--- src/rtl/bsr_pkg.sv ---
// Constants and types shared by the basic mode status register block
`default_nettype none
package bsr_pkg;

  // Management address and value seen by the first read after reset
  localparam logic [4:0]  BSR_REG_ADDR  = 5'h01;
  localparam logic [15:0] BSR_RESET_VAL = 16'h7849;

  // Field positions of basic_mode_status
  localparam int BSR_BIT_T4    = 15;
  localparam int BSR_BIT_TX_FD = 14;
  localparam int BSR_BIT_TX_HD = 13;
  localparam int BSR_BIT_10_FD = 12;
  localparam int BSR_BIT_10_HD = 11;
  localparam int BSR_RSV_HI    = 10;
  localparam int BSR_RSV_LO    = 7;
  localparam int BSR_BIT_PRE   = 6;
  localparam int BSR_BIT_ANC   = 5;
  localparam int BSR_BIT_RF    = 4;
  localparam int BSR_BIT_ANA   = 3;
  localparam int BSR_BIT_LINK  = 2;
  localparam int BSR_BIT_JAB   = 1;
  localparam int BSR_BIT_EXT   = 0;

  // Sticky event latches, index into the latch vector
  localparam int BSR_N_EVT   = 2;
  localparam int BSR_EVT_RF  = 0;
  localparam int BSR_EVT_JAB = 1;

  // Preamble tracking
  localparam int             BSR_PRE_CNT_W     = 6;
  localparam logic [5:0]     BSR_PREAMBLE_BITS = 6'h20;

  // Inter-frame gap when the preamble is left out
  localparam int         BSR_CLK_NS     = 10;
  localparam int         BSR_GAP_NS     = 500;
  localparam int         BSR_GAP_CNT_W  = 6;
  localparam logic [5:0] BSR_GAP_CYCLES =
    6'((BSR_GAP_NS + BSR_CLK_NS - 1) / BSR_CLK_NS);

  typedef enum logic {
    BSR_PRE_HUNT = 1'b0,
    BSR_PRE_SKIP = 1'b1
  } bsr_pre_e;

endpackage
`default_nettype wire

--- src/rtl/bsr_evt_if.sv ---
// Interface between the status register and its sticky event latches
`timescale 1ns/10ps
`default_nettype none
interface bsr_evt_if;
  logic [bsr_pkg::BSR_N_EVT-1:0] set;
  logic                          clr;
  logic [bsr_pkg::BSR_N_EVT-1:0] q;

  modport owner (output set, output clr, input q);
  modport latch (input set, input clr, output q);
endinterface
`default_nettype wire

--- src/rtl/bsr_basic_status.sv ---
// Basic mode status register with preamble skip tracking
`timescale 1ns/10ps
`default_nettype none
// Overview of operation
// RULE1: Bit 15, four-pair 100 Mb ability, always reads zero.
// RULE2: Bits 14 to 11 read one: 100 and 10 Mb, full and half duplex.
// RULE3: Preamble needed once after reset or bad frame; later frames may skip it.
// RULE4: Master waits 500 ns, then one clock edge with data high, before next frame.
// RULE5: Bit 6 reads one: preamble skip ability.
// RULE6: Bit 5 reads one only when negotiation finished, else zero.
// RULE7: Bit 4 latches remote fault; cleared by read or reset.
// RULE8: Bit 3 reads one: auto-negotiation ability.
// RULE9: Bit 2 latches link loss; a read returns state since previous read.
// RULE10: Bit 1 latches jabber, only counted during 10 Mb operation.
// RULE11: Bit 0 reads one: extended registers present.
// RULE12: Register sits at management address 1 and reads 7849h after reset.
// RULE13: Reserved bits 10 to 7 read zero; writes are ignored.
module bsr_basic_status (
  input  wire logic              clk_i,
  input  wire logic              reset_i,
  input  wire logic [4:0]        mgmt_addr_i,
  input  wire logic              mgmt_rd_i,
  input  wire logic              mgmt_wr_i,
  input  wire logic [15:0]       mgmt_wdata_i,
  output logic      [15:0]       mgmt_rdata_o,
  output logic                   mgmt_rvalid_o,
  input  wire logic              link_i,
  input  wire logic              remote_fault_i,
  input  wire logic              jabber_i,
  input  wire logic              speed_10_i,
  input  wire logic              an_enable_i,
  input  wire logic              an_complete_i,
  input  wire logic              an_restart_i,
  input  wire logic              mdc_i,
  input  wire logic              mdio_i,
  input  wire logic              frame_err_i,
  input  wire logic              frame_end_i,
  output logic                   preamble_needed_o,
  output logic                   frame_start_ok_o
);
  import bsr_pkg::*;

  function automatic logic bsr_hit(input logic [4:0] addr);
    bsr_hit = (addr == BSR_REG_ADDR); // [RULE12]
  endfunction

  bsr_evt_if evt ();

  logic                     rd_hit;
  logic [15:0]              word;
  logic [15:0]              rdata_r;
  logic                     rvalid_r;
  logic                     link_latch_r;
  logic                     mdc_q_r;
  logic                     mdc_rise;
  logic [BSR_PRE_CNT_W-1:0] ones_cnt_r;
  bsr_pre_e                 pre_state_r;
  logic [BSR_GAP_CNT_W-1:0] gap_cnt_r;
  logic                     gap_met;
  logic                     idle_edge_r;

  ////////////////////////////////////////////////////////////////////////////
  // Read decode; the write strobe has no path into this register
  assign rd_hit = mgmt_rd_i && bsr_hit(mgmt_addr_i); // [RULE13]

  assign evt.set[BSR_EVT_RF]  = remote_fault_i; // [RULE7]
  // Jabber is meaningless at 100 Mb, so it is masked there
  assign evt.set[BSR_EVT_JAB] = jabber_i && speed_10_i; // [RULE10]
  assign evt.clr              = rd_hit;

  bsr_evt_latch u_evt_latch (
    .clk_i   (clk_i),
    .reset_i (reset_i),
    .evt     (evt)
  );

  always_comb begin
    word                             = 16'h0000; // [RULE13]
    word[BSR_BIT_T4]                 = 1'b0; // [RULE1]
    word[BSR_BIT_TX_FD]              = 1'b1; // [RULE2]
    word[BSR_BIT_TX_HD]              = 1'b1; // [RULE2]
    word[BSR_BIT_10_FD]              = 1'b1; // [RULE2]
    word[BSR_BIT_10_HD]              = 1'b1; // [RULE2]
    word[BSR_BIT_PRE]                = 1'b1; // [RULE5]
    word[BSR_BIT_ANC]                = an_enable_i && an_complete_i && !an_restart_i; // [RULE6]
    word[BSR_BIT_RF]                 = evt.q[BSR_EVT_RF];
    word[BSR_BIT_ANA]                = 1'b1; // [RULE8]
    word[BSR_BIT_LINK]               = link_latch_r; // [RULE9]
    word[BSR_BIT_JAB]                = evt.q[BSR_EVT_JAB];
    word[BSR_BIT_EXT]                = 1'b1; // [RULE11]
  end

  ////////////////////////////////////////////////////////////////////////////
  // Link latch: a drop sticks until read, a read reloads the live state
  always_ff @(posedge clk_i or posedge reset_i) begin
    if (reset_i) begin
      link_latch_r <= 1'b0;
    end else if (rd_hit) begin
      link_latch_r <= link_i; // [RULE9]
    end else if (!link_i) begin
      link_latch_r <= 1'b0; // [RULE9]
    end
  end

  // Read data; unmapped addresses return zero
  always_ff @(posedge clk_i or posedge reset_i) begin
    if (reset_i) begin
      rdata_r <= 16'h0000;
    end else if (mgmt_rd_i) begin
      rdata_r <= rd_hit ? word : 16'h0000; // [RULE12]
    end
  end

  always_ff @(posedge clk_i or posedge reset_i) begin
    if (reset_i) begin
      rvalid_r <= 1'b0;
    end else begin
      rvalid_r <= mgmt_rd_i;
    end
  end

  assign mgmt_rdata_o  = rdata_r;
  assign mgmt_rvalid_o = rvalid_r;

  ////////////////////////////////////////////////////////////////////////////
  // Preamble tracking on sampled management clock edges
  assign mdc_rise = mdc_i && !mdc_q_r;

  always_ff @(posedge clk_i or posedge reset_i) begin
    if (reset_i) begin
      mdc_q_r <= 1'b0;
    end else begin
      mdc_q_r <= mdc_i;
    end
  end

  always_ff @(posedge clk_i or posedge reset_i) begin
    if (reset_i) begin
      ones_cnt_r <= '0;
    end else if (frame_err_i) begin
      ones_cnt_r <= '0; // [RULE3]
    end else if (mdc_rise) begin
      if (!mdio_i) begin
        ones_cnt_r <= '0;
      end else if (ones_cnt_r != BSR_PREAMBLE_BITS) begin
        ones_cnt_r <= ones_cnt_r + 6'h01;
      end
    end
  end

  // Once a full preamble is seen, later frames may leave it out
  always_ff @(posedge clk_i or posedge reset_i) begin
    if (reset_i) begin
      pre_state_r <= BSR_PRE_HUNT;
    end else begin
      unique case (pre_state_r)
        BSR_PRE_HUNT: begin
          if (!frame_err_i && mdc_rise && mdio_i &&
              ones_cnt_r == BSR_PREAMBLE_BITS - 6'h01) begin
            pre_state_r <= BSR_PRE_SKIP; // [RULE3]
          end
        end
        BSR_PRE_SKIP: begin
          if (frame_err_i) begin
            pre_state_r <= BSR_PRE_HUNT; // [RULE3]
          end
        end
      endcase
    end
  end

  assign preamble_needed_o = (pre_state_r == BSR_PRE_HUNT);

  ////////////////////////////////////////////////////////////////////////////
  // Gap timer; starts full so the first frame after reset is not held off
  always_ff @(posedge clk_i or posedge reset_i) begin
    if (reset_i) begin
      gap_cnt_r <= BSR_GAP_CYCLES;
    end else if (frame_end_i) begin
      gap_cnt_r <= '0; // [RULE4]
    end else if (gap_cnt_r != BSR_GAP_CYCLES) begin
      gap_cnt_r <= gap_cnt_r + 6'h01;
    end
  end

  assign gap_met = (gap_cnt_r == BSR_GAP_CYCLES);

  // An idle edge only counts once the gap has elapsed
  always_ff @(posedge clk_i or posedge reset_i) begin
    if (reset_i) begin
      idle_edge_r <= 1'b0;
    end else if (frame_end_i || frame_err_i) begin
      idle_edge_r <= 1'b0;
    end else if (mdc_rise && mdio_i && gap_met) begin
      idle_edge_r <= 1'b1; // [RULE4]
    end
  end

  assign frame_start_ok_o = (pre_state_r == BSR_PRE_SKIP) && idle_edge_r; // [RULE3]

  ////////////////////////////////////////////////////////////////////////////
  property p_t4_zero;
    @(posedge clk_i) disable iff (reset_i)
    rd_hit |=> !mgmt_rdata_o[BSR_BIT_T4];
  endproperty
  a_t4_zero: assert property (p_t4_zero) else $error("T4 bit set"); // [RULE1]

  property p_abilities;
    @(posedge clk_i) disable iff (reset_i)
    rd_hit |=> mgmt_rdata_o[BSR_BIT_TX_FD:BSR_BIT_10_HD] == 4'hf;
  endproperty
  a_abilities: assert property (p_abilities) else $error("speed bits wrong"); // [RULE2]

  property p_pre_err;
    @(posedge clk_i) disable iff (reset_i)
    frame_err_i |=> preamble_needed_o [*8];
  endproperty
  a_pre_err: assert property (p_pre_err) else $error("preamble skip kept"); // [RULE3]

  property p_gap;
    @(posedge clk_i) disable iff (reset_i)
    frame_end_i |=> !frame_start_ok_o [*8];
  endproperty
  a_gap: assert property (p_gap) else $error("start allowed in gap"); // [RULE4]

  property p_fixed_ones;
    @(posedge clk_i) disable iff (reset_i)
    rd_hit |=> mgmt_rvalid_o && mgmt_rdata_o[BSR_BIT_PRE] &&
               mgmt_rdata_o[BSR_BIT_ANA] && mgmt_rdata_o[BSR_BIT_EXT];
  endproperty
  a_fixed_ones: assert property (p_fixed_ones) else $error("fixed bit low"); // [RULE5] [RULE8] [RULE11]

  property p_anc;
    @(posedge clk_i) disable iff (reset_i)
    (rd_hit && (!an_enable_i || an_restart_i)) |=> !mgmt_rdata_o[BSR_BIT_ANC];
  endproperty
  a_anc: assert property (p_anc) else $error("AN complete too early"); // [RULE6]

  property p_rf;
    @(posedge clk_i) disable iff (reset_i)
    remote_fault_i ##1 rd_hit |=> mgmt_rdata_o[BSR_BIT_RF];
  endproperty
  a_rf: assert property (p_rf) else $error("remote fault lost"); // [RULE7]

  property p_link;
    @(posedge clk_i) disable iff (reset_i)
    (!link_i && !rd_hit) ##1 rd_hit |=> !mgmt_rdata_o[BSR_BIT_LINK];
  endproperty
  a_link: assert property (p_link) else $error("link drop not latched"); // [RULE9]

  property p_jab;
    @(posedge clk_i) disable iff (reset_i)
    (jabber_i && speed_10_i) ##1 rd_hit |=> mgmt_rdata_o[BSR_BIT_JAB];
  endproperty
  a_jab: assert property (p_jab) else $error("jabber lost"); // [RULE10]

  property p_unmapped;
    @(posedge clk_i) disable iff (reset_i)
    (mgmt_rd_i && !bsr_hit(mgmt_addr_i)) |=> mgmt_rdata_o == 16'h0000;
  endproperty
  a_unmapped: assert property (p_unmapped) else $error("unmapped read data"); // [RULE12]

  property p_reset_read;
    @(posedge clk_i) disable iff (reset_i)
    ($past(reset_i) && rd_hit && !link_i && !an_complete_i && !remote_fault_i &&
     !jabber_i) |=> mgmt_rdata_o == BSR_RESET_VAL;
  endproperty
  a_reset_read: assert property (p_reset_read) else $error("reset value wrong"); // [RULE12]

  property p_wr_ignored;
    @(posedge clk_i) disable iff (reset_i)
    (mgmt_wr_i && bsr_hit(mgmt_addr_i) && !mgmt_rd_i && mgmt_wdata_i != 16'h0000)
      |=> $stable(mgmt_rdata_o);
  endproperty
  a_wr_ignored: assert property (p_wr_ignored) else $error("write took effect"); // [RULE13]

  property p_reserved;
    @(posedge clk_i) disable iff (reset_i)
    mgmt_rvalid_o |-> mgmt_rdata_o[BSR_RSV_HI:BSR_RSV_LO] == 4'h0;
  endproperty
  a_reserved: assert property (p_reserved) else $error("reserved bits set"); // [RULE13]

endmodule
`default_nettype wire

--- src/rtl/bsr_evt_latch.sv ---
// Sticky event latches that clear on a register read
`timescale 1ns/10ps
`default_nettype none
module bsr_evt_latch (
  input  wire logic clk_i,
  input  wire logic reset_i,
  bsr_evt_if.latch  evt
);
  import bsr_pkg::*;

  logic [BSR_N_EVT-1:0] q_r;

  assign evt.q = q_r;

  ////////////////////////////////////////////////////////////////////////////
  genvar g;
  generate
    for (g = 0; g < BSR_N_EVT; g++) begin : g_evt
      // An event in the reading cycle survives into the next read
      always_ff @(posedge clk_i or posedge reset_i) begin
        if (reset_i) begin
          q_r[g] <= 1'b0;
        end else if (evt.set[g]) begin
          q_r[g] <= 1'b1; // [RULE7] [RULE10]
        end else if (evt.clr) begin
          q_r[g] <= 1'b0; // [RULE7]
        end
      end

      property p_set_wins;
        @(posedge clk_i) disable iff (reset_i)
        evt.set[g] |=> q_r[g];
      endproperty
      a_set_wins: assert property (p_set_wins) else $error("event lost"); // [RULE7]

      property p_clr_read;
        @(posedge clk_i) disable iff (reset_i)
        (evt.clr && !evt.set[g]) |=> !q_r[g];
      endproperty
      a_clr_read: assert property (p_clr_read) else $error("latch not cleared"); // [RULE7]
    end
  endgenerate

endmodule
`default_nettype wire

--- config.mk ---
export PLATFORM = sky130hd
export DESIGN_NAME = bsr_basic_status
export DESIGN_NICKNAME = d
export VERILOG_FILES = /design/src/rtl/bsr_pkg.sv /design/src/rtl/bsr_evt_if.sv /design/src/rtl/bsr_basic_status.sv /design/src/rtl/bsr_evt_latch.sv
export SDC_FILE = /design/constraint.sdc
export NUM_CORES = 1
export LEC_CHECK = 0
export BUFFER_PORTS_ARGS = -buffer_cell sky130_fd_sc_hd__buf_4
export CORE_ASPECT_RATIO = 0.9
export CORE_MARGIN = 4
export CORE_UTILIZATION = 40
export DETAILED_ROUTE_END_ITERATION = 10
export GPL_ROUTABILITY_DRIVEN = 0
export GPL_TIMING_DRIVEN = 0
export PLACE_DENSITY_LB_ADDON = 0.2
export SYNTH_ARGS = -nofsm -noshare
export SYNTH_HDL_FRONTEND = slang
export SYNTH_SLANG_ARGS = --single-unit
--- constraint.sdc ---
create_clock -name clk_i -period 1.4 [get_ports clk_i]
set_input_delay 0 -clock clk_i [delete_from_list [all_inputs] [get_ports clk_i]]
set_output_delay 0 -clock clk_i [all_outputs]
set_load 0.005 [all_outputs]
==> flow_summary.yaml <==
timing:
  clock_skew_ps: 10.2
  drv_slew: 0
  worst_pin_slew_ps: 904
  hold_viol_final: 0
  setup_viol: 0
  timing.final.crit_share: 0.993
  period_needed_ps: 1390
  fmax_ghz: 0.719
  rsz0062_at_grt: "yes"
  slew_headroom: 0.397
layout:
  antenna_cells: 0
  fin_area_um2: 1810
  final_cell_mix: "buf_4 (47), dfrtp_1 (19), nand2_1 (9), dlygate4sd3_1 (9), inv_1 (7)"
  area_growth_pct: 43.7
  nets: 216
  mostFrequentLayoutCell: "buf_4"
  drive_above_1_share: 0.423
  nFillCells: 282
  utilization: 0.594
synthesis:
  syn-instance-count: 123
  synthFlopType: "dfrtp_1"
  async_flop_share: 1.00
  synth_compound_area_frac: 0.157
  synth_top_family_by_area: "simple AND/OR/NAND/NOR gates"
  syn_avg_cell_area_um2: 10.2
  syn_area_um2: 1260
  yosys-mux-area-fraction: 0
  synthSimpleGateAreaFrac: 0.204
  synth-seq-area-share: 0.481
  synth_fa_ha_area_frac: 0.0398
  synth-warning-count: 0
  ys_ff_latch: 24
  synth_edf_count: 0
  synthXorXnorAreaFrac: 0.0139
  netlist-cell-type-count: 38
power_and_ir_drop:
  peakVddDrop_v: 0.000528
  power.density_nw_per_um2: 702
  p_leak_nw: 0.820
setup_path:
  cp-end-kind: "flip-flop"
  crit_required_ps: 1640
  slowest_stage: "or4_2"
  cp-start-kind: "flip-flop"
  cp.arrival_ps: 1630
  cp_num_buf_inv: 0
  crit_type: "reg2reg"
  cp_cell_sequence: "nand3b_1, or4_2, o21ai_2"
  cp_max_fo: 3
  path_delay_family: "simple AND/OR/NAND/NOR gates"
  slowest_delay_ps: 640
clock_network:
  cts_htree_levels: 1
  clkSlewWorstSetupHoldPaths_ps: 120
  numCtsBuffers: 3
  clk_latency_ps: 310
  cts_tree: "yes"
  cts_buffer_depth: 2
  clock-sinks: 24
  cts_root_buffer: "clkbuf_4"
grt:
  grt_pass1_wl_mm: 4.48
  antenna_found_initial: 0
  first_global_vias: 1040
  grt_start_max_net_pins: 25
  gr-total-overflow: 0
  track_usage: 0.141
routing:
  first_pass_iters: 3
  vias: 1053
  viasPerCell: 4.85
  drt_iter0_drc: 50
  wl_mm: 2.69
  wl_per_cell_um: 12.4
  drc: 0
  postRouteAntennaNets: 0
placed_design:
  dpl-instance-area_um2: 1550
  port_buffers: 30
  dp_hpwl_mm: 1.91
die:
  dieWidth_um: 67.1
  num_rows: 19
  start_util: 0.413
  core_area_um2: 3040
  dieArea_um2: 4110
  io_pins: 55
  die_y_um: 61.2
status:
  outcome: "completed"
job:
  maxCapViolCount: 0
min_path:
  min_path_type: "in2reg"
## metal layers
layer | part of all wire | GRT usage | vias to the layer above
li1 | - | - | 527
met1 | 0.46 | 0.184 | 502
met2 | 0.50 | 0.241 | 22
met3 | 0.046 | 0.0420 | 2
met4 | 0.0015 | 0.0145 | 0
met5 | 0 | 0 | -
## logic make-up (layout without fill, tap and decap cells)
family / count (synthesis) / in the layout
XOR/XNOR: 2 / 2
other: 1 / 5
AO/OA/AOI/OAI: 30 / 30
buffers and inverters: 22 / 70
AND/OR/NAND/NOR: 40 / 40
adder cells (fa/ha/maj): 4 / 4
flip-flops: 24 / 24
## per-stage QoR
step | hold WS, ps | TNS (ps) | instances | total power, mW | setup slack [ps]
after floorplan | 12.4 | -106 | 127 | 0.813 | -54.2
after global placement | 129 | -354 | 199 | 0.877 | -188
after detailed placement | 131 | -513 | 199 | 0.882 | -214
after CTS | 1.32 | -50.8 | 214 | 1.27 | -32.0
after global routing | 10.7 | -83.3 | 217 | 1.34 | -45.8
final | 20.0 | 0 | 217 | 1.27 | 9.35
## state kept, by name (all words and copies together), names as in the netlist, 2 cells and up
| signal | flops |
|---|---|
| mgmt_rdata_o | 5 |
| u_evt_latch.evt.q | 2 |
| gap_cnt_r | 6 |
| ones_cnt_r | 6 |
## report_power, final
group          internal (mW)  switching, mW  leakage, nW  total [mW]
combinational          0.106         0.0795        0.495       0.186
clock                  0.159          0.199       0.0210       0.358
sequential             0.711         0.0130        0.304       0.724
total                  0.976          0.291        0.820        1.27
## cells in the mapped netlist (all sizes together), types with 2 or more instances
cell / number / area share
a21oi: 8 / 0.032
dfstp: 3 / 0.063
o21ai: 4 / 0.016
nand3b: 2 / 0.012
buf: 13 / 0.075
nor2: 3 / 0.0090
o211ai: 2 / 0.012
inv: 8 / 0.024
or4: 4 / 0.025
a22o: 5 / 0.035
xor2: 2 / 0.014
a31oi: 4 / 0.020
nand2: 9 / 0.027
a21o: 4 / 0.024
ha: 4 / 0.040
nand3: 6 / 0.028
dfrtp: 21 / 0.42
or3: 3 / 0.017
nand2b: 3 / 0.015
## timing repair
action | 4_1_cts | 5_1_grt
setup buffers | 3 | 3
hold endpoints to repair | 34 | 0
endpoints found under the setup margin | 6 | 8
hold buffers | 9 | 0
gates resized for setup | 7 | 13
pin swaps | 5 | 5
## final timing paths
| path | endpoint | depth (start not counted) | from | slack (ps) |
|---|---|---|---|---|
| max | ones_cnt_r[3]$_DFFE_PP0P_ | 3 | mdc_q_r$_DFF_PP0_ | 9 |
| min | mgmt_rdata_o[13]$_DFFE_PP0P_ | 3 | mgmt_addr_i[4] | 20 |
| max reg2reg | ones_cnt_r[3]$_DFFE_PP0P_ | 3 | mdc_q_r$_DFF_PP0_ | 9 |
| min reg2reg | u_evt_latch.evt.q[0]$_DFFE_PP0P_ | 1 | u_evt_latch.evt.q[0]$_DFFE_PP0P_ | 500 |
| max in group asynchronous | ones_cnt_r[0]$_DFFE_PP0P_ | 3 | reset_i | 350 |
| min in group asynchronous | gap_cnt_r[2]$_DFFE_PP0P_ | 3 | reset_i | 430 |
## worst register-to-register path: cells and delay by family, from the launching register on
kind	cells	cell delay, ps
compound gates	1	70
flops	1	410
simple gates	2	850
## cell type report
cell class | instances | area [µm²] | area share
multi-input cells | 81 | 623 | 0.345
flip-flops and latches | 24 | 607 | 0.336
repair buffers | 45 | 364 | 0.202
plain buffers | 13 | 93.8 | 0.0519
well taps | 42 | 52.6 | 0.0291
clock buffers | 4 | 36.3 | 0.0201
inverters | 8 | 30.0 | 0.0166
Power figures use the tool's default switching activity.
